==> src/dial_pkg.sv <==
// Functional notes
// - up to 12 digits, return ends entry
// - dialing notice, echo digits, then wait notice
// - no wink within 5 s fails call
// - wink under 120 ms is short
// - wink over 320 ms is long
// - no answer within 30 s fails call
// - answer gives connect result
// - refuse dialing while terminal ready is off
// - dial while off-hook reports off-hook
// - commands ignored while a dial attempt runs
// - hang-up returns line on-hook
// - stored number dialed when terminal ready rises
// - empty store erases number, stops auto dial
`default_nettype none
package dial_pkg;
  // clock and millisecond tick
  localparam int unsigned CLK_PERIOD_NS = 10;
  localparam int unsigned TICK_NS       = 1000000;
  localparam logic [19:0] TICK_CYC      = 20'(TICK_NS / CLK_PERIOD_NS);
  // call progress times in milliseconds, and the digit limit
  localparam logic [15:0] NO_WINK_MS    = 16'h1388;
  localparam logic [15:0] SHORT_WINK_MS = 16'h0078;
  localparam logic [15:0] LONG_WINK_MS  = 16'h0140;
  localparam logic [15:0] NO_ANSWER_MS  = 16'h7530;
  localparam logic [15:0] DIGIT_GAP_MS  = 16'h0064;
  localparam logic [3:0]  MAX_DIGITS    = 4'hC;
  // register offsets
  localparam logic [7:0]  OFS_CMD       = 8'h00;
  localparam logic [7:0]  OFS_ENTRY     = 8'h04;
  localparam logic [7:0]  OFS_STATUS    = 8'h08;
  localparam logic [7:0]  OFS_RESULT    = 8'h0C;
  localparam logic [7:0]  OFS_INT_STAT  = 8'h10;
  localparam logic [7:0]  OFS_INT_MASK  = 8'h14;
  // command codes and entry characters
  localparam logic [7:0]  CMD_DIAL      = 8'h01;
  localparam logic [7:0]  CMD_STORE     = 8'h02;
  localparam logic [7:0]  CMD_HANGUP    = 8'h03;
  localparam logic [7:0]  CHR_CR        = 8'h0D;
  localparam logic [7:0]  CHR_ZERO      = 8'h30;
  localparam logic [7:0]  CHR_NINE      = 8'h39;
  // interrupt bits
  localparam int unsigned INT_W         = 3;
  localparam int unsigned INT_RESULT    = 0;
  localparam int unsigned INT_DIGIT     = 1;
  localparam int unsigned INT_AUTO      = 2;
  localparam logic [2:0]  INT_MASK_RST  = 3'h0;
  // status register fields
  localparam int unsigned ST_OFFHOOK    = 3;
  localparam int unsigned ST_CONNECTED  = 4;
  localparam int unsigned ST_STORED     = 5;
  localparam int unsigned ST_BUSY       = 6;
  localparam int unsigned ST_LEN_LSB    = 8;

  typedef enum logic [2:0] {
    S_IDLE, S_COLLECT, S_WAIT_WINK, S_WINK, S_SEND, S_WAIT_ANS
  } call_state_t;

  typedef enum logic [3:0] {
    M_NONE, M_DIALING, M_DIGIT, M_WAIT, M_CONNECT, M_NO_WINK,
    M_SHORT_WINK, M_LONG_WINK, M_NO_CARRIER, M_DTR_OFF, M_OFF_HOOK
  } msg_kind_t;

  typedef struct packed {
    logic      valid;
    msg_kind_t kind;
    logic [3:0] digit;
  } msg_t;

  typedef struct packed {
    logic        wr;
    logic        rd;
    logic [7:0]  addr;
    logic [31:0] wdata;
  } bus_req_t;
endpackage
`default_nettype wire

==> src/dial_seq.sv <==
// Our own choices: the register offsets and the strobed register port.
`timescale 1ns/1ps
`default_nettype none
module dial_seq
  import dial_pkg::*;
#(
  parameter logic [19:0] TICK_CYC_P   = TICK_CYC,
  parameter logic [15:0] NO_WINK_P    = NO_WINK_MS,
  parameter logic [15:0] NO_ANSWER_P  = NO_ANSWER_MS,
  parameter logic [15:0] DIGIT_GAP_P  = DIGIT_GAP_MS
) (
  // clock and reset
  input  wire logic        core_clk,
  input  wire logic        rst,
  // register port
  input  wire bus_req_t    bus_req,
  output logic [31:0]      rdata_q,
  output logic             irq_q,
  // terminal ready lead
  input  wire logic        dtr_pin,
  // line side
  input  wire logic        wink_pin,
  input  wire logic        answer_pin,
  output logic             offhook_q,
  output logic [3:0]       line_digit_q,
  output logic             line_stb_q,
  // control port messages
  output msg_t             msg_q
);

  // pin synchronisers: bit 0 dtr, bit 1 wink, bit 2 answer
  logic [2:0] sync1_q;
  logic [2:0] sync2_q;
  always_ff @(posedge core_clk or posedge rst) begin
    if (rst) begin
      sync1_q <= 3'h0;
      sync2_q <= 3'h0;
    end else begin
      sync1_q <= {answer_pin, wink_pin, dtr_pin};
      sync2_q <= sync1_q;
    end
  end
  logic dtr_s, wink_s, answer_s;
  assign dtr_s    = sync2_q[0];
  assign wink_s   = sync2_q[1];
  assign answer_s = sync2_q[2];

  // millisecond tick
  logic [19:0] tick_cnt_q, tick_cnt_d;
  logic        tick;
  always_comb begin
    tick       = (tick_cnt_q == TICK_CYC_P - 20'h00001);
    tick_cnt_d = tick ? 20'h00000 : tick_cnt_q + 20'h00001;
  end
  always_ff @(posedge core_clk or posedge rst) begin
    if (rst) tick_cnt_q <= 20'h00000;
    else     tick_cnt_q <= tick_cnt_d;
  end

  // bus decode
  logic cmd_wr, entry_wr, stat_rd;
  logic [7:0] cmd, chr;
  assign cmd_wr   = bus_req.wr && (bus_req.addr == OFS_CMD);
  assign entry_wr = bus_req.wr && (bus_req.addr == OFS_ENTRY);
  assign stat_rd  = bus_req.rd && (bus_req.addr == OFS_INT_STAT);
  assign cmd      = bus_req.wdata[7:0];
  assign chr      = bus_req.wdata[7:0];

  // call sequencer state
  call_state_t state_q, state_d;
  logic [15:0] cnt_q, cnt_d;
  logic [3:0]  num_q [MAX_DIGITS];
  logic [3:0]  num_d [MAX_DIGITS];
  logic [3:0]  stor_q [MAX_DIGITS];
  logic [3:0]  stor_d [MAX_DIGITS];
  logic [3:0]  len_q, len_d, stor_len_q, stor_len_d, idx_q, idx_d;
  logic        stored_q, stored_d, store_mode_q, store_mode_d;
  logic        connected_q, connected_d, offhook_d, dtr_prev_q;
  logic        line_stb_d;
  logic [3:0]  line_digit_d;
  msg_t        msg_d;
  msg_kind_t   result_q, result_d;
  logic [INT_W-1:0] ev;
  logic        busy, launch, res_fire, is_digit;
  msg_kind_t   res_kind;

  assign busy = (state_q == S_WAIT_WINK) || (state_q == S_WINK) ||
                (state_q == S_SEND) || (state_q == S_WAIT_ANS);
  assign is_digit = (chr >= CHR_ZERO) && (chr <= CHR_NINE);

  // next state of the call sequencer
  always_comb begin
    state_d      = state_q;
    cnt_d        = tick ? cnt_q + 16'h0001 : cnt_q;
    num_d        = num_q;
    stor_d       = stor_q;
    len_d        = len_q;
    stor_len_d   = stor_len_q;
    idx_d        = idx_q;
    stored_d     = stored_q;
    store_mode_d = store_mode_q;
    connected_d  = connected_q;
    offhook_d    = offhook_q;
    line_stb_d   = 1'b0;
    line_digit_d = line_digit_q;
    msg_d        = '{valid: 1'b0, kind: M_NONE, digit: 4'h0};
    result_d     = result_q;
    ev           = '0;
    launch       = 1'b0;
    res_fire     = 1'b0;
    res_kind     = M_NONE;
    unique case (state_q)
      S_IDLE: begin
        // stored number dialed on a rising terminal ready lead
        if (dtr_s && !dtr_prev_q && stored_q && !connected_q) begin
          num_d         = stor_q;
          len_d         = stor_len_q;
          launch        = 1'b1;
          ev[INT_AUTO]  = 1'b1;
        end
      end
      S_COLLECT: begin
        if (entry_wr && is_digit && len_q < MAX_DIGITS) begin
          num_d[len_q] = chr[3:0] - CHR_ZERO[3:0];
          len_d        = len_q + 4'h1;
        end else if (entry_wr && chr == CHR_CR) begin
          state_d = S_IDLE;
          if (store_mode_q) begin
            stor_d     = num_q;
            stor_len_d = len_q;
            stored_d   = (len_q != 4'h0);
          end else if (len_q != 4'h0) begin
            launch = 1'b1;
          end
        end
      end
      S_WAIT_WINK: begin
        if (wink_s) begin
          state_d = S_WINK;
          cnt_d   = 16'h0000;
        end else if (tick && cnt_q == NO_WINK_P - 16'h0001) begin
          res_fire = 1'b1;
          res_kind = M_NO_WINK;
        end
      end
      S_WINK: begin
        if (!wink_s) begin
          if (cnt_q < SHORT_WINK_MS) begin
            res_fire = 1'b1;
            res_kind = M_SHORT_WINK;
          end else begin
            state_d = S_SEND;
            cnt_d   = 16'h0000;
            idx_d   = 4'h0;
          end
        end else if (tick && cnt_q >= LONG_WINK_MS) begin
          res_fire = 1'b1;
          res_kind = M_LONG_WINK;
        end
      end
      S_SEND: begin
        if (idx_q == len_q) begin
          msg_d   = '{valid: 1'b1, kind: M_WAIT, digit: 4'h0};
          state_d = S_WAIT_ANS;
          cnt_d   = 16'h0000;
        end else if (tick && cnt_q >= DIGIT_GAP_P - 16'h0001) begin
          line_stb_d    = 1'b1;
          line_digit_d  = num_q[idx_q];
          msg_d         = '{valid: 1'b1, kind: M_DIGIT,
                            digit: num_q[idx_q]};
          idx_d         = idx_q + 4'h1;
          cnt_d         = 16'h0000;
          ev[INT_DIGIT] = 1'b1;
        end
      end
      S_WAIT_ANS: begin
        if (answer_s) begin
          res_fire    = 1'b1;
          res_kind    = M_CONNECT;
          connected_d = 1'b1;
        end else if (tick && cnt_q == NO_ANSWER_P - 16'h0001) begin
          res_fire = 1'b1;
          res_kind = M_NO_CARRIER;
        end
      end
    endcase
    // commands are only taken when no attempt is running
    if (cmd_wr && !busy) begin
      if (cmd == CMD_DIAL || cmd == CMD_STORE) begin
        state_d      = S_COLLECT;
        store_mode_d = (cmd == CMD_STORE);
        len_d        = 4'h0;
      end else if (cmd == CMD_HANGUP) begin
        state_d     = S_IDLE;
        offhook_d   = 1'b0;
        connected_d = 1'b0;
      end
    end
    // start of a dial attempt, or its refusal
    if (launch) begin
      if (!dtr_s) begin
        res_fire = 1'b1;
        res_kind = M_DTR_OFF;
      end else if (connected_q) begin
        res_fire = 1'b1;
        res_kind = M_OFF_HOOK;
      end else begin
        state_d   = S_WAIT_WINK;
        cnt_d     = 16'h0000;
        offhook_d = 1'b1;
        msg_d     = '{valid: 1'b1, kind: M_DIALING, digit: 4'h0};
      end
    end
    // one result message ends each attempt
    if (res_fire) begin
      msg_d          = '{valid: 1'b1, kind: res_kind, digit: 4'h0};
      result_d       = res_kind;
      state_d        = S_IDLE;
      ev[INT_RESULT] = 1'b1;
      if (!connected_d) offhook_d = 1'b0;
    end
  end

  // call sequencer registers
  always_ff @(posedge core_clk or posedge rst) begin
    if (rst) begin
      state_q      <= S_IDLE;
      cnt_q        <= 16'h0000;
      num_q        <= '{default: 4'h0};
      stor_q       <= '{default: 4'h0};
      len_q        <= 4'h0;
      stor_len_q   <= 4'h0;
      idx_q        <= 4'h0;
      stored_q     <= 1'b0;
      store_mode_q <= 1'b0;
      connected_q  <= 1'b0;
      offhook_q    <= 1'b0;
      dtr_prev_q   <= 1'b0;
      line_stb_q   <= 1'b0;
      line_digit_q <= 4'h0;
      msg_q        <= '{valid: 1'b0, kind: M_NONE, digit: 4'h0};
      result_q     <= M_NONE;
    end else begin
      state_q      <= state_d;
      cnt_q        <= cnt_d;
      num_q        <= num_d;
      stor_q       <= stor_d;
      len_q        <= len_d;
      stor_len_q   <= stor_len_d;
      idx_q        <= idx_d;
      stored_q     <= stored_d;
      store_mode_q <= store_mode_d;
      connected_q  <= connected_d;
      offhook_q    <= offhook_d;
      dtr_prev_q   <= dtr_s;
      line_stb_q   <= line_stb_d;
      line_digit_q <= line_digit_d;
      msg_q        <= msg_d;
      result_q     <= result_d;
    end
  end

  // register file: sticky status, mask, read data, interrupt
  logic [INT_W-1:0] int_stat_q, int_stat_d, int_mask_q, int_mask_d;
  logic [31:0]      rdata_d;
  logic             irq_d;
  always_comb begin
    int_stat_d = (stat_rd ? '0 : int_stat_q) | ev; // set wins over clear
    int_mask_d = int_mask_q;
    if (bus_req.wr && bus_req.addr == OFS_INT_MASK)
      int_mask_d = bus_req.wdata[INT_W-1:0];
    irq_d   = |(int_stat_d & int_mask_d);
    rdata_d = 32'h00000000;
    if (bus_req.rd) begin
      unique case (bus_req.addr)
        OFS_STATUS: begin
          rdata_d[2:0]               = state_q;
          rdata_d[ST_OFFHOOK]        = offhook_q;
          rdata_d[ST_CONNECTED]      = connected_q;
          rdata_d[ST_STORED]         = stored_q;
          rdata_d[ST_BUSY]           = busy;
          rdata_d[ST_LEN_LSB +: 4]   = stor_len_q;
        end
        OFS_RESULT:   rdata_d[3:0]       = result_q;
        OFS_INT_STAT: rdata_d[INT_W-1:0] = int_stat_q;
        OFS_INT_MASK: rdata_d[INT_W-1:0] = int_mask_q;
        default:      rdata_d            = 32'h00000000;
      endcase
    end
  end
  always_ff @(posedge core_clk or posedge rst) begin
    if (rst) begin
      int_stat_q <= '0;
      int_mask_q <= INT_MASK_RST;
      rdata_q    <= 32'h00000000;
      irq_q      <= 1'b0;
    end else begin
      int_stat_q <= int_stat_d;
      int_mask_q <= int_mask_d;
      rdata_q    <= rdata_d;
      irq_q      <= irq_d;
    end
  end

  // checks
  a_len_bound: assert property (@(posedge core_clk) disable iff (rst)
    len_q <= MAX_DIGITS) else $error("digit count above limit");
  a_skip_char: assert property (@(posedge core_clk) disable iff (rst)
    state_q == S_COLLECT && entry_wr && !is_digit && chr != CHR_CR
      |=> len_q == $past(len_q)) else $error("non-digit was stored");
  a_dial_msg: assert property (@(posedge core_clk) disable iff (rst)
    $rose(offhook_q) |-> msg_q.valid && msg_q.kind == M_DIALING)
    else $error("seize without dialing notice");
  a_digit_echo: assert property (@(posedge core_clk) disable iff (rst)
    line_stb_q |-> msg_q.kind == M_DIGIT && msg_q.digit == line_digit_q)
    else $error("digit not echoed");
  a_no_wink: assert property (@(posedge core_clk) disable iff (rst)
    msg_q.kind == M_NO_WINK |-> $past(state_q) == S_WAIT_WINK &&
      $past(cnt_q) == NO_WINK_P - 16'h0001) else $error("bad no-wink");
  a_short_wink: assert property (@(posedge core_clk) disable iff (rst)
    msg_q.kind == M_SHORT_WINK |-> $past(cnt_q) < SHORT_WINK_MS)
    else $error("short wink misjudged");
  a_long_wink: assert property (@(posedge core_clk) disable iff (rst)
    msg_q.kind == M_LONG_WINK |-> $past(cnt_q) >= LONG_WINK_MS &&
      $past(wink_s)) else $error("long wink misjudged");
  a_no_carrier: assert property (@(posedge core_clk) disable iff (rst)
    msg_q.kind == M_NO_CARRIER |-> $past(state_q) == S_WAIT_ANS && !offhook_q)
    else $error("bad no-carrier");
  a_connect: assert property (@(posedge core_clk) disable iff (rst)
    state_q == S_WAIT_ANS && answer_s |=> msg_q.kind == M_CONNECT &&
      connected_q && offhook_q) else $error("answer not reported");
  a_dtr_refuse: assert property (@(posedge core_clk) disable iff (rst)
    msg_q.kind == M_DTR_OFF |-> !$past(dtr_s) && state_q == S_IDLE)
    else $error("dialed with terminal ready off");
  a_busy_line: assert property (@(posedge core_clk) disable iff (rst)
    msg_q.kind == M_OFF_HOOK |-> offhook_q && connected_q)
    else $error("off-hook refusal dropped the line");
  a_hook_held: assert property (@(posedge core_clk) disable iff (rst)
    $fell(offhook_q) && $past(busy) |-> msg_q.valid)
    else $error("attempt ended without result");
  a_hangup: assert property (@(posedge core_clk) disable iff (rst)
    cmd_wr && cmd == CMD_HANGUP && !busy |=> !offhook_q && !connected_q)
    else $error("hang-up ignored");
  a_erase: assert property (@(posedge core_clk) disable iff (rst)
    state_q == S_COLLECT && store_mode_q && entry_wr && chr == CHR_CR &&
      len_q == 4'h0 |=> !stored_q) else $error("empty store kept number");

endmodule
`default_nettype wire

==> config.mk <==
export PLATFORM = sky130hd
export DESIGN_NAME = dial_seq
export DESIGN_NICKNAME = d
export VERILOG_FILES = /design/src/dial_pkg.sv /design/src/dial_seq.sv
export SDC_FILE = /design/constraint.sdc
export NUM_CORES = 1
export LEC_CHECK = 0
export BUFFER_PORTS_ARGS = -buffer_cell sky130_fd_sc_hd__buf_2
export CAP_MARGIN = 15
export CORE_ASPECT_RATIO = 1.25
export CORE_MARGIN = 2
export CORE_UTILIZATION = 54
export DETAILED_ROUTE_END_ITERATION = 10
export GPL_TIMING_DRIVEN = 0
export PLACE_DENSITY = 0.73
export RECOVER_POWER = 50
export SYNTH_ARGS = -nofsm -noshare
export SYNTH_HDL_FRONTEND = slang
export SYNTH_SLANG_ARGS = --single-unit
==> constraint.sdc <==
create_clock -name core_clk -period 6.81 [get_ports core_clk]
set_input_delay 1.362 -clock core_clk [delete_from_list [all_inputs] [get_ports core_clk]]
set_output_delay 1.362 -clock core_clk [all_outputs]
set_load 0.1 [all_outputs]
==> run metrics <==
CTS tree=done; max-capacitance violation count=1; Initial DRT Pass Iterations=6; dpl ws=approximately 2900 ps; Final Hold Fails=0; RSZ-0062 raised after global routing=no; fill cell count=1,435; Max clock buf depth=2; ratio of cells with drive above 1 in the final layout=0.1495; Fin Setup TNS=0 ps; Buf/Inv on CP=4; multi-input logic area=approximately 4300 µm²; # IOs=95; Peak supply drop=160.9 µV; initial antenna violation count=0; Reg area=4855 µm²; cts hold-fix bufs=0; CTS buffer count=17; H-tree levels=4; Largest stage delay, worst path=between 500 and 600 ps; min-delay src=sync1_q[1]$_DFF_PP0_; Tmin final=3475 ps; WHS Endpoint=sync2_q[1]$_DFF_PP0_; CP delay by family, top=buffers and inverters; Req. time, crit path=7110 ps; most used cell along the critical path=clkbuf_1; # rows=54; reg2reg end=cnt_q[5]$_DFF_PP0_; final slew viol count=61; R2R setup slack=between 3000 and 4000 ps; Lkg Pwr=0.005003 µW; synthesized area=9510 µm²; Crit path depth=9; root buffer cell=clkbuf_16; hold crit path type=reg2reg; CTS sink cnt=~190; dpl hpwl=17.46 mm; ys flop type=dfrtp_1; post-CTS setup buffers=0; failing checks=capacitance limit, slew limit; final setup vio count=0; ys async rst share=1.000; Vias/cell=5.875; most frequent cells in the layout=nand2_1, dfrtp_1, nor2_1, buf_2, a21oi_1; Final Net Count=1,118; count of buffers from port buffering=48; CP endpoint kind=register; worst r2r src=state_q[2]$_DFF_PP0_; CP max-delay cell=clkbuf_1; hold slack=351.6 ps; Total Die Area=18,700 µm²; Worst Hold Path Cells=0; Critical Path Start Type=input pin; DRT Wirelength=24.86 mm; DRT iter0 DRCs=697; fin worst setup slack=roughly 3300 ps; final core occ=0.6185; Setup Skew=8.959 ps; die width=122.7 µm; largest net degree at the start of global routing=135; Layout area overhead=12.92%; first-pass GRT wire length=39.96 mm; WS Path Type=in2reg; worst-skew pair later-pin latency=440 ps; Tcrit/Tclk final=0.5102; Vias=7,643; power consumption=2313 µW; ANT nets after route=0; most common cell after layout, fill and taps aside=nand2_1; EDFF count, synth=0; post-synthesis sequential area ratio=0.5105; total grt overflow=0; Die Y-Extent=between 150 and 200 µm; status=finished, violations left; CTS resizes=0; clock slew at reported path FFs=70 ps; beginning of the critical path=bus_req[3]; Cell variety after synth=65; number of global-route vias before repair=7,434; Core ar.=17,360 µm²; crit path DAT=3770 ps; max_slew headroom=-0.8449; DRC viols=0; Fmax=0.2878 GHz; crit path cell chain=buf_2, clkbuf_1, and4b_1, nand4_1, nor2_1, and2_1, clkbuf_1, clkbuf_1, a21oi_1; Wirelength per Cell=19.11 µm; Synth Warn #=0; GRT Util Overall=0.2773; cells on worst reg2reg path=8; Antenna Cells=0; Synth Area per Inst=just under 10 µm²; Synth Register Bits=194; gpl congestion=0.9284; pwr dens=215.4 nW/µm²; initial core utilization=0.5477; Mapped Cells=975; Worst-Margin Slew=2752 ps; crit-path max FO=10
-- synth_stat cells, types with 13 or more instances --
| cell | number | area, µm² |
|---|---|---|
| buf_4 | 22 | 165.2 |
| dfrtp_1 | 194 | 4855 |
| xnor2_1 | 26 | 227.7 |
| xor2_1 | 14 | 122.6 |
| nor3_1 | 31 | 155.2 |
| a2bb2oi_1 | 19 | 166.4 |
| nand2_1 | 220 | 825.8 |
| o2bb2ai_1 | 24 | 210.2 |
| nand4_1 | 15 | 93.84 |
| nand3_1 | 28 | 140.1 |
| a21oi_1 | 48 | 240.2 |
| inv_1 | 13 | 48.80 |
| clkbuf_1 | 38 | 142.6 |
| nor2_1 | 67 | 251.5 |
| o22ai_1 | 26 | 162.7 |
-- power breakdown --
part,internal (µW),total (µW),switching (µW)
registers,1160,1160,2.61
clock network,554,1030,481
logic,22.2,120,97.5
-- flip-flops by register name (all words and copies together), names as in the netlist, 9 cells and up --
register / count
rdata_q: 11
cnt_q: 16
msg_q: 9
num_q: 48
tick_cnt_q: 20
stor_q: 48
-- how the worst max path moves through the flow --
stage | to
floorplan | cnt_q[0]$_DFF_PP0_
global placement | tick_cnt_q[15]$_DFF_PP0_
detailed placement | cnt_q[5]$_DFF_PP0_
CTS | cnt_q[13]$_DFF_PP0_
global route | cnt_q[13]$_DFF_PP0_
finish | stored_q$_DFFE_PP0P_
-- worst register-to-register path, cell delays in order (launching register included) --
cell and delay (ps):
dfrtp_1 370, clkbuf_1 200, nor3b_4 510, nand2_1 300, nor4_2 690, o21ai_1 250
o21ai_2 210, buf_4 250, nor2_1 70
-- per-layer routing --
layer | global-route usage | up-vias | part of all wire | wire length (µm)
met4 | 0.1336 | 0 | 0.041 | 1016
met3 | 0.04341 | 67 | 0.045 | 1123
met1 | 0.3536 | 3775 | 0.40 | 9876
li1 | - | 3551 | - | -
met2 | 0.4578 | 250 | 0.52 | 12840
met5 | 0 | - | 0 | 0
-- cell type report --
class	instances	share of cell area
plain buffers	74	0.03554
clock buffers	17	0.03961
clock inverters	15	0.01619
inverters	13	0.004660
multi-input cells	714	0.4004
flip-flops and latches	194	0.4521
well taps	224	0.02610
repair buffers	50	0.02540
-- logic make-up (layout without fill, tap and decap cells) --
group,count (synthesis),in the layout,synth area share
AO/OA/AOI/OAI,171,171,0.1267
other,1,21,0.0003943
XOR/XNOR,40,40,0.03684
buffers and inverters,87,169,0.04526
AND/OR/NAND/NOR,452,452,0.2304
flip-flops,194,194,0.5105
adder cells (fa/ha/maj),7,7,0.009209
multiplexers,23,23,0.04078
-- metrics by stage --
step | std cells | instance area, µm²
4_1_cts | 1300 | 10740
2_1_floorplan | 995 | 9585
3_3_place_gp | 1267 | 10110
6_report | 1301 | 10740
3_5_place_dp | 1268 | 10140
5_1_grt | 1301 | 10740
Note: power is estimated with default switching activity, not from simulation.
